File: src/hdl/ohcid_pkg.sv
// Purpose: Shared constants and carrier types for the interrupt disable port block.
// Assumes: 32-bit register word; one access per clock cycle.
// Notes: Offsets are relative to the memory base held in configuration space.
package ohcid_pkg;

   localparam int unsigned DATA_W = 32;
   localparam int unsigned ADDR_W = 32;

   // Register offsets from the memory base
   localparam logic [ADDR_W-1:0] OFS_ENABLE = 32'h0000_0010;
   localparam logic [ADDR_W-1:0] OFS_DISABLE = 32'h0000_0014;
   // Configuration space offset of the memory base (for reference)
   localparam logic [7:0] CFG_MEM_BASE_OFS = 8'h10;

   // Field positions
   localparam int unsigned POS_MASTER = 31;
   localparam int unsigned POS_OWNERSHIP = 30;
   localparam int unsigned POS_ROOT_HUB = 6;
   localparam int unsigned POS_FRAME_OVF = 5;
   localparam int unsigned POS_UNRECOV = 4;
   localparam int unsigned POS_RESUME = 3;
   localparam int unsigned POS_SOF = 2;
   localparam int unsigned POS_DONE_HEAD = 1;
   localparam int unsigned POS_SCHED_OVR = 0;

   // Implemented bits: 31, 30 and 6..0; the rest are reserved
   localparam logic [DATA_W-1:0] IMPL_BITS = 32'hC000_007F;
   // Event enables without the master gate
   localparam logic [DATA_W-1:0] EVENT_BITS = 32'h4000_007F;
   localparam logic [DATA_W-1:0] MASK_RESET = 32'h0000_0000;
   localparam logic [DATA_W-1:0] ZERO_WORD = 32'h0000_0000;

   typedef struct packed {
      logic valid;
      logic write;
      logic [ADDR_W-1:0] addr;
      logic [DATA_W-1:0] wdata;
   } ohcid_req_type;

   typedef struct packed {
      logic ack;
      logic [DATA_W-1:0] rdata;
   } ohcid_rsp_type;

endpackage : ohcid_pkg

File: src/hdl/ohcid_mask_store.sv
// Purpose: Storage of the interrupt enable mask with per-bit set and clear.
// Assumes: Set and clear come from the same register access decode.
// Notes: Only implemented bit positions hold state; the rest stay zero.
`timescale 1ns/10ps
`default_nettype none
module ohcid_mask_store #(
   parameter int unsigned WIDTH = 32,
   parameter logic [WIDTH-1:0] IMPL = '1,
   parameter logic [WIDTH-1:0] RESET_VAL = '0
) (
   // Clock and reset
   input wire logic clk,
   input wire logic rstn,
   // Bit updates
   input wire logic [WIDTH-1:0] set_bits,
   input wire logic [WIDTH-1:0] clr_bits,
   // Stored mask
   output logic [WIDTH-1:0] mask
);

   wire logic [WIDTH-1:0] next_mask;

   genvar b;
   generate
      for (b = 0; b < WIDTH; b++) begin : g_bit
         if (IMPL[b]) begin : g_impl
            // A set wins over a clear in the same cycle
            assign next_mask[b] = set_bits[b] | (mask[b] & ~clr_bits[b]);
         end else begin : g_rsvd
            assign next_mask[b] = 1'b0;
         end
      end
   endgenerate

   // One register for the whole word keeps a single writer per variable
   always_ff @(posedge clk) begin
      if (!rstn) begin
         mask <= RESET_VAL & IMPL;
      end else begin
         mask <= next_mask;
      end
   end

endmodule : ohcid_mask_store
`default_nettype wire

File: src/hdl/ohcid_irq_disable.sv
// Purpose: Interrupt enable mask with its write-one-to-clear disable port.
// Assumes: Register accesses arrive decoded to one 32-bit word per cycle.
`timescale 1ns/10ps
`default_nettype none
module ohcid_irq_disable #(
   parameter int unsigned WIDTH = 32
) (
   // Clock and reset
   input wire logic clk,
   input wire logic rstn,
   // Memory base from configuration offset 10h
   input wire logic [ohcid_pkg::ADDR_W-1:0] mem_base,
   // Register access request and answer
   input wire ohcid_pkg::ohcid_req_type acc_req,
   output ohcid_pkg::ohcid_rsp_type acc_rsp,
   // Interrupt status flags from the controller
   input wire logic [WIDTH-1:0] interrupt_status_flags,
   // Registered mask copy one clock behind the store, and host bus interrupt request
   output logic [WIDTH-1:0] interrupt_enable_mask,
   output logic irq_req
);
   import ohcid_pkg::*;

   // Address decode
   wire logic [ADDR_W-1:0] rel_addr;
   wire logic hit_enable;
   wire logic hit_disable;
   wire logic hit_any;
   wire logic wr_enable;
   wire logic wr_disable;
   wire logic [WIDTH-1:0] wdata_impl;
   wire logic [WIDTH-1:0] set_bits;
   wire logic [WIDTH-1:0] clr_bits;
   wire logic [WIDTH-1:0] mask;
   wire logic [WIDTH-1:0] pending;
   wire logic next_irq;
   wire ohcid_rsp_type next_rsp;

   assign rel_addr = acc_req.addr - mem_base;
   assign hit_enable = acc_req.valid && (rel_addr == OFS_ENABLE);
   assign hit_disable = acc_req.valid && (rel_addr == OFS_DISABLE);
   assign hit_any = hit_enable | hit_disable;
   assign wr_enable = hit_enable & acc_req.write;
   assign wr_disable = hit_disable & acc_req.write;

   // Whole word taken; reserved positions are dropped
   assign wdata_impl = acc_req.wdata & IMPL_BITS;

   // Same bit index on both ports and in the status flags
   assign set_bits = wr_enable ? wdata_impl : ZERO_WORD;
   // Ones clear, zeros leave bits alone
   assign clr_bits = wr_disable ? wdata_impl : ZERO_WORD;

   ohcid_mask_store #(
      .WIDTH(WIDTH),
      .IMPL(IMPL_BITS),
      .RESET_VAL(MASK_RESET)
   ) ohcid_mask_store_inst (
      .clk(clk),
      .rstn(rstn),
      .set_bits(set_bits),
      .clr_bits(clr_bits),
      .mask(mask)
   );

   // Gate events by their enable and then by the master gate
   assign pending = interrupt_status_flags & mask & EVENT_BITS;
   assign next_irq = mask[POS_MASTER] & (|pending);

   // Either port reads back the shared mask
   assign next_rsp = '{
      ack: hit_any,
      rdata: (hit_any && !acc_req.write) ? mask : ZERO_WORD
   };

   always_ff @(posedge clk) begin
      if (!rstn) begin
         acc_rsp <= '0;
         irq_req <= 1'b0;
         interrupt_enable_mask <= MASK_RESET;
      end else begin
         acc_rsp <= next_rsp;
         irq_req <= next_irq;
         interrupt_enable_mask <= mask;
      end
   end

   logic [WIDTH-1:0] chk_wdata;
   logic [WIDTH-1:0] chk_mask;
   always_ff @(posedge clk) begin
      if (!rstn) begin
         chk_wdata <= '0;
         chk_mask <= '0;
      end else begin
         chk_wdata <= acc_req.wdata;
         chk_mask <= mask;
      end
   end
endmodule : ohcid_irq_disable
`default_nettype wire

File: config.mk
export PLATFORM = sky130hd
export DESIGN_NAME = ohcid_irq_disable
export DESIGN_NICKNAME = d
export VERILOG_FILES = /design/src/hdl/ohcid_pkg.sv /design/src/hdl/ohcid_mask_store.sv /design/src/hdl/ohcid_irq_disable.sv
export SDC_FILE = /design/constraint.sdc
export NUM_CORES = 1
export LEC_CHECK = 0
export ABC_AREA = 1
export BUFFER_PORTS_ARGS = -buffer_cell sky130_fd_sc_hd__buf_2
export CAP_MARGIN = 10
export CORE_MARGIN = 2
export CORE_UTILIZATION = 35
export CTS_BUF_LIST = sky130_fd_sc_hd__clkbuf_16
export CTS_CLUSTER_SIZE = 10
export DETAILED_ROUTE_END_ITERATION = 16
export PLACE_DENSITY_LB_ADDON = 0.3
export SLEW_MARGIN = 20
export SYNTH_ARGS = -nofsm -noshare
export SYNTH_HDL_FRONTEND = slang
export SYNTH_SLANG_ARGS = --single-unit
File: constraint.sdc
create_clock -name clk -period 1.9 [get_ports clk]
set_input_delay 0 -clock clk [delete_from_list [all_inputs] [get_ports clk]]
set_output_delay 0 -clock clk [all_outputs]
set_load 0.03 [all_outputs]
* Word level (Yosys, flattened, before mapping)
Cells that the tools add are included.
Cells by class: add/subtract/negate cells 1, equal/unequal tests 2, muxes and demuxes 2, bitwise gates (word level) 32, reductions and logical operators 6
Operators with widths (number):
- equality test 32 x 5 -> 1 bit, second input constant | 2
- 2-to-1 mux 32 bit | 2
- subtractor 32 bit | 1
- bitwise AND 31 bit | 1
- bitwise AND 1 bit | 12
- OR 1 bit | 10
- inverter 1 bit | 9
- OR reduction 8 bit | 1
- logical AND 1 bit | 3
- AND reduction 2 bit | 1
- zero test 1 bit | 1
Word-level totals: register bits 98, input bits 132, output and inout port bits 66, logic and storage cells 49

* Longest topological paths before layout
depth in word-level cells 8, mapped depth 22, gate-level depth less buffers 22

* By module
From an unflattened synthesis, not the netlist that was laid out.
Second synthesis, totals: cells, all modules 936, area total of the unflattened synthesis 5427.7 um^2
By module, submodules not included:
- ohcid_irq_disable | instances 1, cells each 866, area each 4921.0 um^2, sequential area each 1321.3 um^2
- ohcid_mask_store | instances 1, cells each 70, area each 506.7 um^2, sequential area each 180.2 um^2

* Worst setup path after synthesis
No wires, ideal clock.
kind input to register, from input port mem_base[2] (netlist bit), to register acc_rsp[0] (netlist bit), setup time 65 ps, arrival 1834 ps, data required time 1835 ps, slack 1 ps, stages 18, buffers on the path 0, cell sequence inv_1 > ha_1 > or2_1 > nand3_2 > nand2_2 > nand2_1 > nand2_1 > nand2_1 > nand2_1 > nand2_1 > nand2_1 > nor2_1 > nand2_2 > nor2_8 > nand2_4 > clkinv_2 > nand3_4 > nor2_2
Between the ends: cells in the longest elaborated chain, start to end 6, elaborated cells on any way between the ends 8, classes of those cells add/sub (1); eq/ne (2); bitwise (1); reduce/logical (4)
Ends and longest elaborated chain:
- start, declared | line ohcid_irq_disable.sv:12 | input wire logic [ohcid_pkg::ADDR_W-1:0] mem_base,
- subtractor 32 bit * | line ohcid_irq_disable.sv:39 | assign rel_addr = acc_req.addr - mem_base;
- equality test 32 x 5 -> 1 bit (on tied branches) | line ohcid_irq_disable.sv:40, ohcid_irq_disable.sv:41
- logical AND 1 bit (on tied branches) | line ohcid_irq_disable.sv:40, ohcid_irq_disable.sv:41
- OR 1 bit * | line ohcid_irq_disable.sv:42 | assign hit_any = hit_enable | hit_disable;
- logical AND 1 bit * | line ohcid_irq_disable.sv:73 | rdata: (hit_any && !acc_req.write) ? mask : ZERO_WORD
- AND reduction 2 bit (no source line) *
- end signal, assigned | line ohcid_irq_disable.sv:82 | acc_rsp <= next_rsp;
- end, declared | line ohcid_irq_disable.sv:15 | output ohcid_pkg::ohcid_rsp_type acc_rsp,
Mark *: on every way between the ends. The rest lies on a longest branch, timed or not. A chain may end at the register's enable or synchronous reset.

* Worst setup path in the final report
from input port acc_req[37] (netlist bit), to register ohcid_mask_store_inst.mask[4]
Between the ends: cells in the longest elaborated chain, start to end 8, elaborated cells on any way between the ends 12, classes of those cells add/sub (1); eq/ne (2); mux (2); bitwise (5); reduce/logical (2)
Ends and longest elaborated chain:
- start, declared | line ohcid_irq_disable.sv:14 | input wire ohcid_pkg::ohcid_req_type acc_req,
- subtractor 32 bit * | line ohcid_irq_disable.sv:39
- equality test 32 x 5 -> 1 bit | line ohcid_irq_disable.sv:41 | assign hit_disable = acc_req.valid && (rel_addr == OFS_DISABLE);
- logical AND 1 bit | line ohcid_irq_disable.sv:41
- bitwise AND 1 bit | line ohcid_irq_disable.sv:44 | assign wr_disable = hit_disable & acc_req.write;
- 2-to-1 mux 32 bit | line ohcid_irq_disable.sv:52 | assign clr_bits = wr_disable ? wdata_impl : ZERO_WORD;
- inverter 1 bit | line ohcid_mask_store.sv:28 | assign next_mask[b] = set_bits[b] | (mask[b] & ~clr_bits[b]);
- bitwise AND 1 bit | line ohcid_mask_store.sv:28
- OR 1 bit * | line ohcid_mask_store.sv:28
- end signal, assigned | line ohcid_mask_store.sv:38 | mask <= RESET_VAL & IMPL;
- end signal, assigned | line ohcid_mask_store.sv:40 | mask <= next_mask;
- end, declared | line ohcid_mask_store.sv:18 | output logic [WIDTH-1:0] mask
Marks and branches as above.

==> summary.txt <==
Floorplanning
  • I/O pin cnt: 198
  • CORE AREA: 11900 um2
  • Die H: 114 um
  • Row count: 40
  • Die area: 13000 um2
  • Initial Util: 35.6%
  • Chip width: 114 um

Routing
  • 1st-iter DRT viols: 188
  • DRT antenna net count: 0
  • Post-DR wirelength/cell: 10.7 um
  • Router iterations before antenna repair: 5
  • Vias per inst: 4.39
  • # DRC: 0
  • Total Routed Length: 12.1 mm
  • Via count of the routed design: 4975

Yosys
  • Yosys reg bits: 29
  • Post-Syn Area per Cell: 5.41 um2
  • Synth Instances: 784
  • Cell Area, Synth: 4240 um2
  • Yosys warns: 0
  • Synth cell types: 35
  • Register area share after synthesis: 13.7%

Clocking
  • Root buf cell: clkbuf_16
  • CTS tree: yes
  • Clock buffer count from CTS: 5
  • Clock Latency Late Sink: 270 ps
  • H-tree Lvls: 2
  • Clock net sink count: 29
  • Clock tree buffer depth: 2
  • CTS clk-pin slew, worst paths: 50 ps

STA
  • Final hold vios: 0
  • Period utilisation layout: 102%
  • Setup TNS: -182 ps
  • Final Max Tran Viols: 0
  • Max Clock Freq: 0.515 GHz
  • Setup Viol. Count Final: 8
  • Fin Clk Skew: 7.42 ps
  • Tmin final: 1940 ps
  • RSZ-0062 raised after global routing: yes
  • Final worst slack: -42.2 ps

Global routing
  • Vias in the first global route: 4696
  • Initial antenna violation count: 0
  • Grt ovf: 0
  • First-pass GRT wire length: 20.5 mm
  • Largest net degree at the start of global routing: 15
  • GRT Overall Usage: 18.9%

Power and ir drop
  • VDD IR max: 0.309 mV
  • Clock power frac: 24.3%
  • Sequential Power Share: 21.0%
  • Net Switching: 1.16 mW
  • Internal power: 1.74 mW
  • Logic pwr share: 54.7%
  • Switching Share: 40.1%
  • PwrDens: 452 nW/um2
  • Leakage: 3.77 nW

Worst setup path
  • Reg2Reg Depth: 4
  • Crit end category: flop
  • Worst EP arrival: 2160 ps
  • Worst setup path start: acc_req[37]
  • Reg-to-Reg Start: ohcid_mask_store_inst.mask[30]
  • Reg2Reg Capture Point: irq_req
  • CP Launch Type: input pin
  • Slowest-stage cell, CP: ha_4
  • Critical Path RT: 2120 ps
  • R2r setup slk: 880 ps
  • Critical Path Max Stage Delay: 270 ps
  • Max Fanout on Critical Path: 5
  • Crit Path Class: input pin to flop
  • Crit path cell chain: buf_2 > ha_4 > buf_6 > nand2_8 > nor2_4 > buf_4 > nand3_1 > nand3b_1 > xnor2_2 > nand3_2 > buf_6 > nor3_4 > and3_4 > nand3_2 > nand2_1

Flow run
  • Max_cap viols: 0

Finish
  • Non-Filler Instances: 1134
  • Area Overhead vs Synth: 51.3%
  • ANT cells: 0
  • Final net count: 1150
  • Layout cell share with drive strength beyond 1: 39.0%

Worst hold path
  • Worst hold path stage count: 3
  • Endpoint of the worst hold path: ohcid_mask_store_inst.mask[2]
  • Worst hold path type: input pin to flop
  • Hold path start: acc_req[2]

Placement
  • Routability cong.: 0.889
  • Port Buffer Count: 104
  • Pre-CTS WS: -456 ps
  • Dpl cells: 1110
  • Detailed Place HPWL: 9.82 mm

Status
  • Outcome: finished, violations left
  • Failing checks: negative setup slack
## cells by family (layout without fill, tap and decap cells)
| family | Yosys count | count (layout) | share of synthesized area, % |
|---|---|---|---|
| xor+xnor | 3 | 3 | 0.620 |
| simple gates | 458 | 459 | 47.9 |
| compound gates | 27 | 27 | 3.57 |
| fa+ha+maj | 31 | 31 | 9.15 |
| other cells | 1 | 46 | 0.0885 |
| flops | 29 | 29 | 13.7 |
| buf+inv | 235 | 392 | 24.9 |
## cell usage in the layout, fill, tap and decap left out, types with 2 or more instances in the layout
cell type	instances
clkbuf_16	5
buf_6	16
ha_4	20
nor2_4	7
ha_2	3
a221oi_1	2
nand2_2	49
nor2_1	22
nor3_1	2
dfxtp_1	29
inv_4	2
inv_1	160
nand2_4	7
conb_1	46
nand3b_1	3
inv_2	26
ha_1	8
nor2_2	32
and2_1	4
nand2_1	240
dlygate4sd3_1	4
xor2_1	2
a21oi_1	12
nand3_4	3
and3_1	2
nor3_2	5
buf_4	76
a21oi_2	10
nand3_2	11
nand4_1	19
nand3_1	42
buf_2	99
nor3_4	4
## worst max-delay path by stage
stage / to / cells after the start
after floorplan: acc_rsp[0] / 18
after global placement: acc_rsp[30] / 17
after detailed placement: ohcid_mask_store_inst.mask[3] / 16
after CTS: ohcid_mask_store_inst.mask[4] / 17
after global routing: acc_rsp[3] / 21
final: ohcid_mask_store_inst.mask[4] / 15
## state kept, by name, indices dropped and copies added (netlist names)
name                        cells
acc_rsp                        10
interrupt_enable_mask           9
irq_req                         1
ohcid_mask_store_inst.mask      9
## final cells by class
cell class                      count  area [um2]
Clock buffer                        5         125
Timing Repair Buffer              197        1330
Clock inverter                      2        7.51
Sequential cell                    29         581
Multi-Input combinational cell    566        3460
Tap cell                          147         184
Inverter                          188         718
Fill cell                        1218        5500
## cell usage after synthesis, drive strengths merged
library cell    n  area, um2
nand2         297       1140
inv           187        702
nor2           62        292
nand3          55        308
buf            47        350
ha             31        388
dfxtp          29        581
a21oi          23        119
nand4          19        119
nor3           11       82.6
and2            4       25.0
and3            3       18.8
nand3b          3       22.5
a221oi          2       17.5
nor4            2       12.5
or2             2       12.5
xor2            2       17.5
a21o            1       7.51
clkinv          1       5.00
conb            1       3.75
o21bai          1       7.51
xnor2           1       8.76
## through the flow
step / hold WS [ps] / util (%) / instance area, um2 / power [mW]
floorplan: 116 / - / 4410 / 1.52
global placement: 242 / 44.9 / 5350 / 1.90
detailed placement: 248 / 44.9 / 5350 / 1.91
CTS: 14.5 / 51.2 / 6090 / 2.79
global route: 38.2 / 53.8 / 6410 / 3.12
finish: 22.5 / 53.8 / 6410 / 2.90
## what timing repair did
action,CTS,global route
pin swaps,46,40
gates cloned,2,0
gates resized for setup,103,79
endpoints found under the setup margin,19,19
buffers inserted,9,3
hold buffers,4,0
endpoints found under the hold margin,4,0
## metal layers
layer	part of all wire [%]	wire length (um)	track usage, %
met1	45	5500	23.8
met2	49	5950	35.4
met3	4.3	524	1.27
met4	1.1	133	3.90
met5	0	0	0
## power groups by stage
stage / Clock, mW / Sequential (mW) / Combinational [mW]
after floorplan: 0 / 0.621 / 0.895
after global placement: 0 / 0.621 / 1.28
after detailed placement: 0 / 0.621 / 1.29
after CTS: 0.704 / 0.610 / 1.47
after global routing: 0.738 / 0.609 / 1.77
final: 0.704 / 0.610 / 1.59
## worst max-delay path: cells and delay by family
family | cells | cell delay [ps]
buf+inv | 4 | 500
fa+ha+maj | 1 | 270
xor+xnor | 1 | 160
simple gates | 9 | 1230
Power figures use the tool's default switching activity.
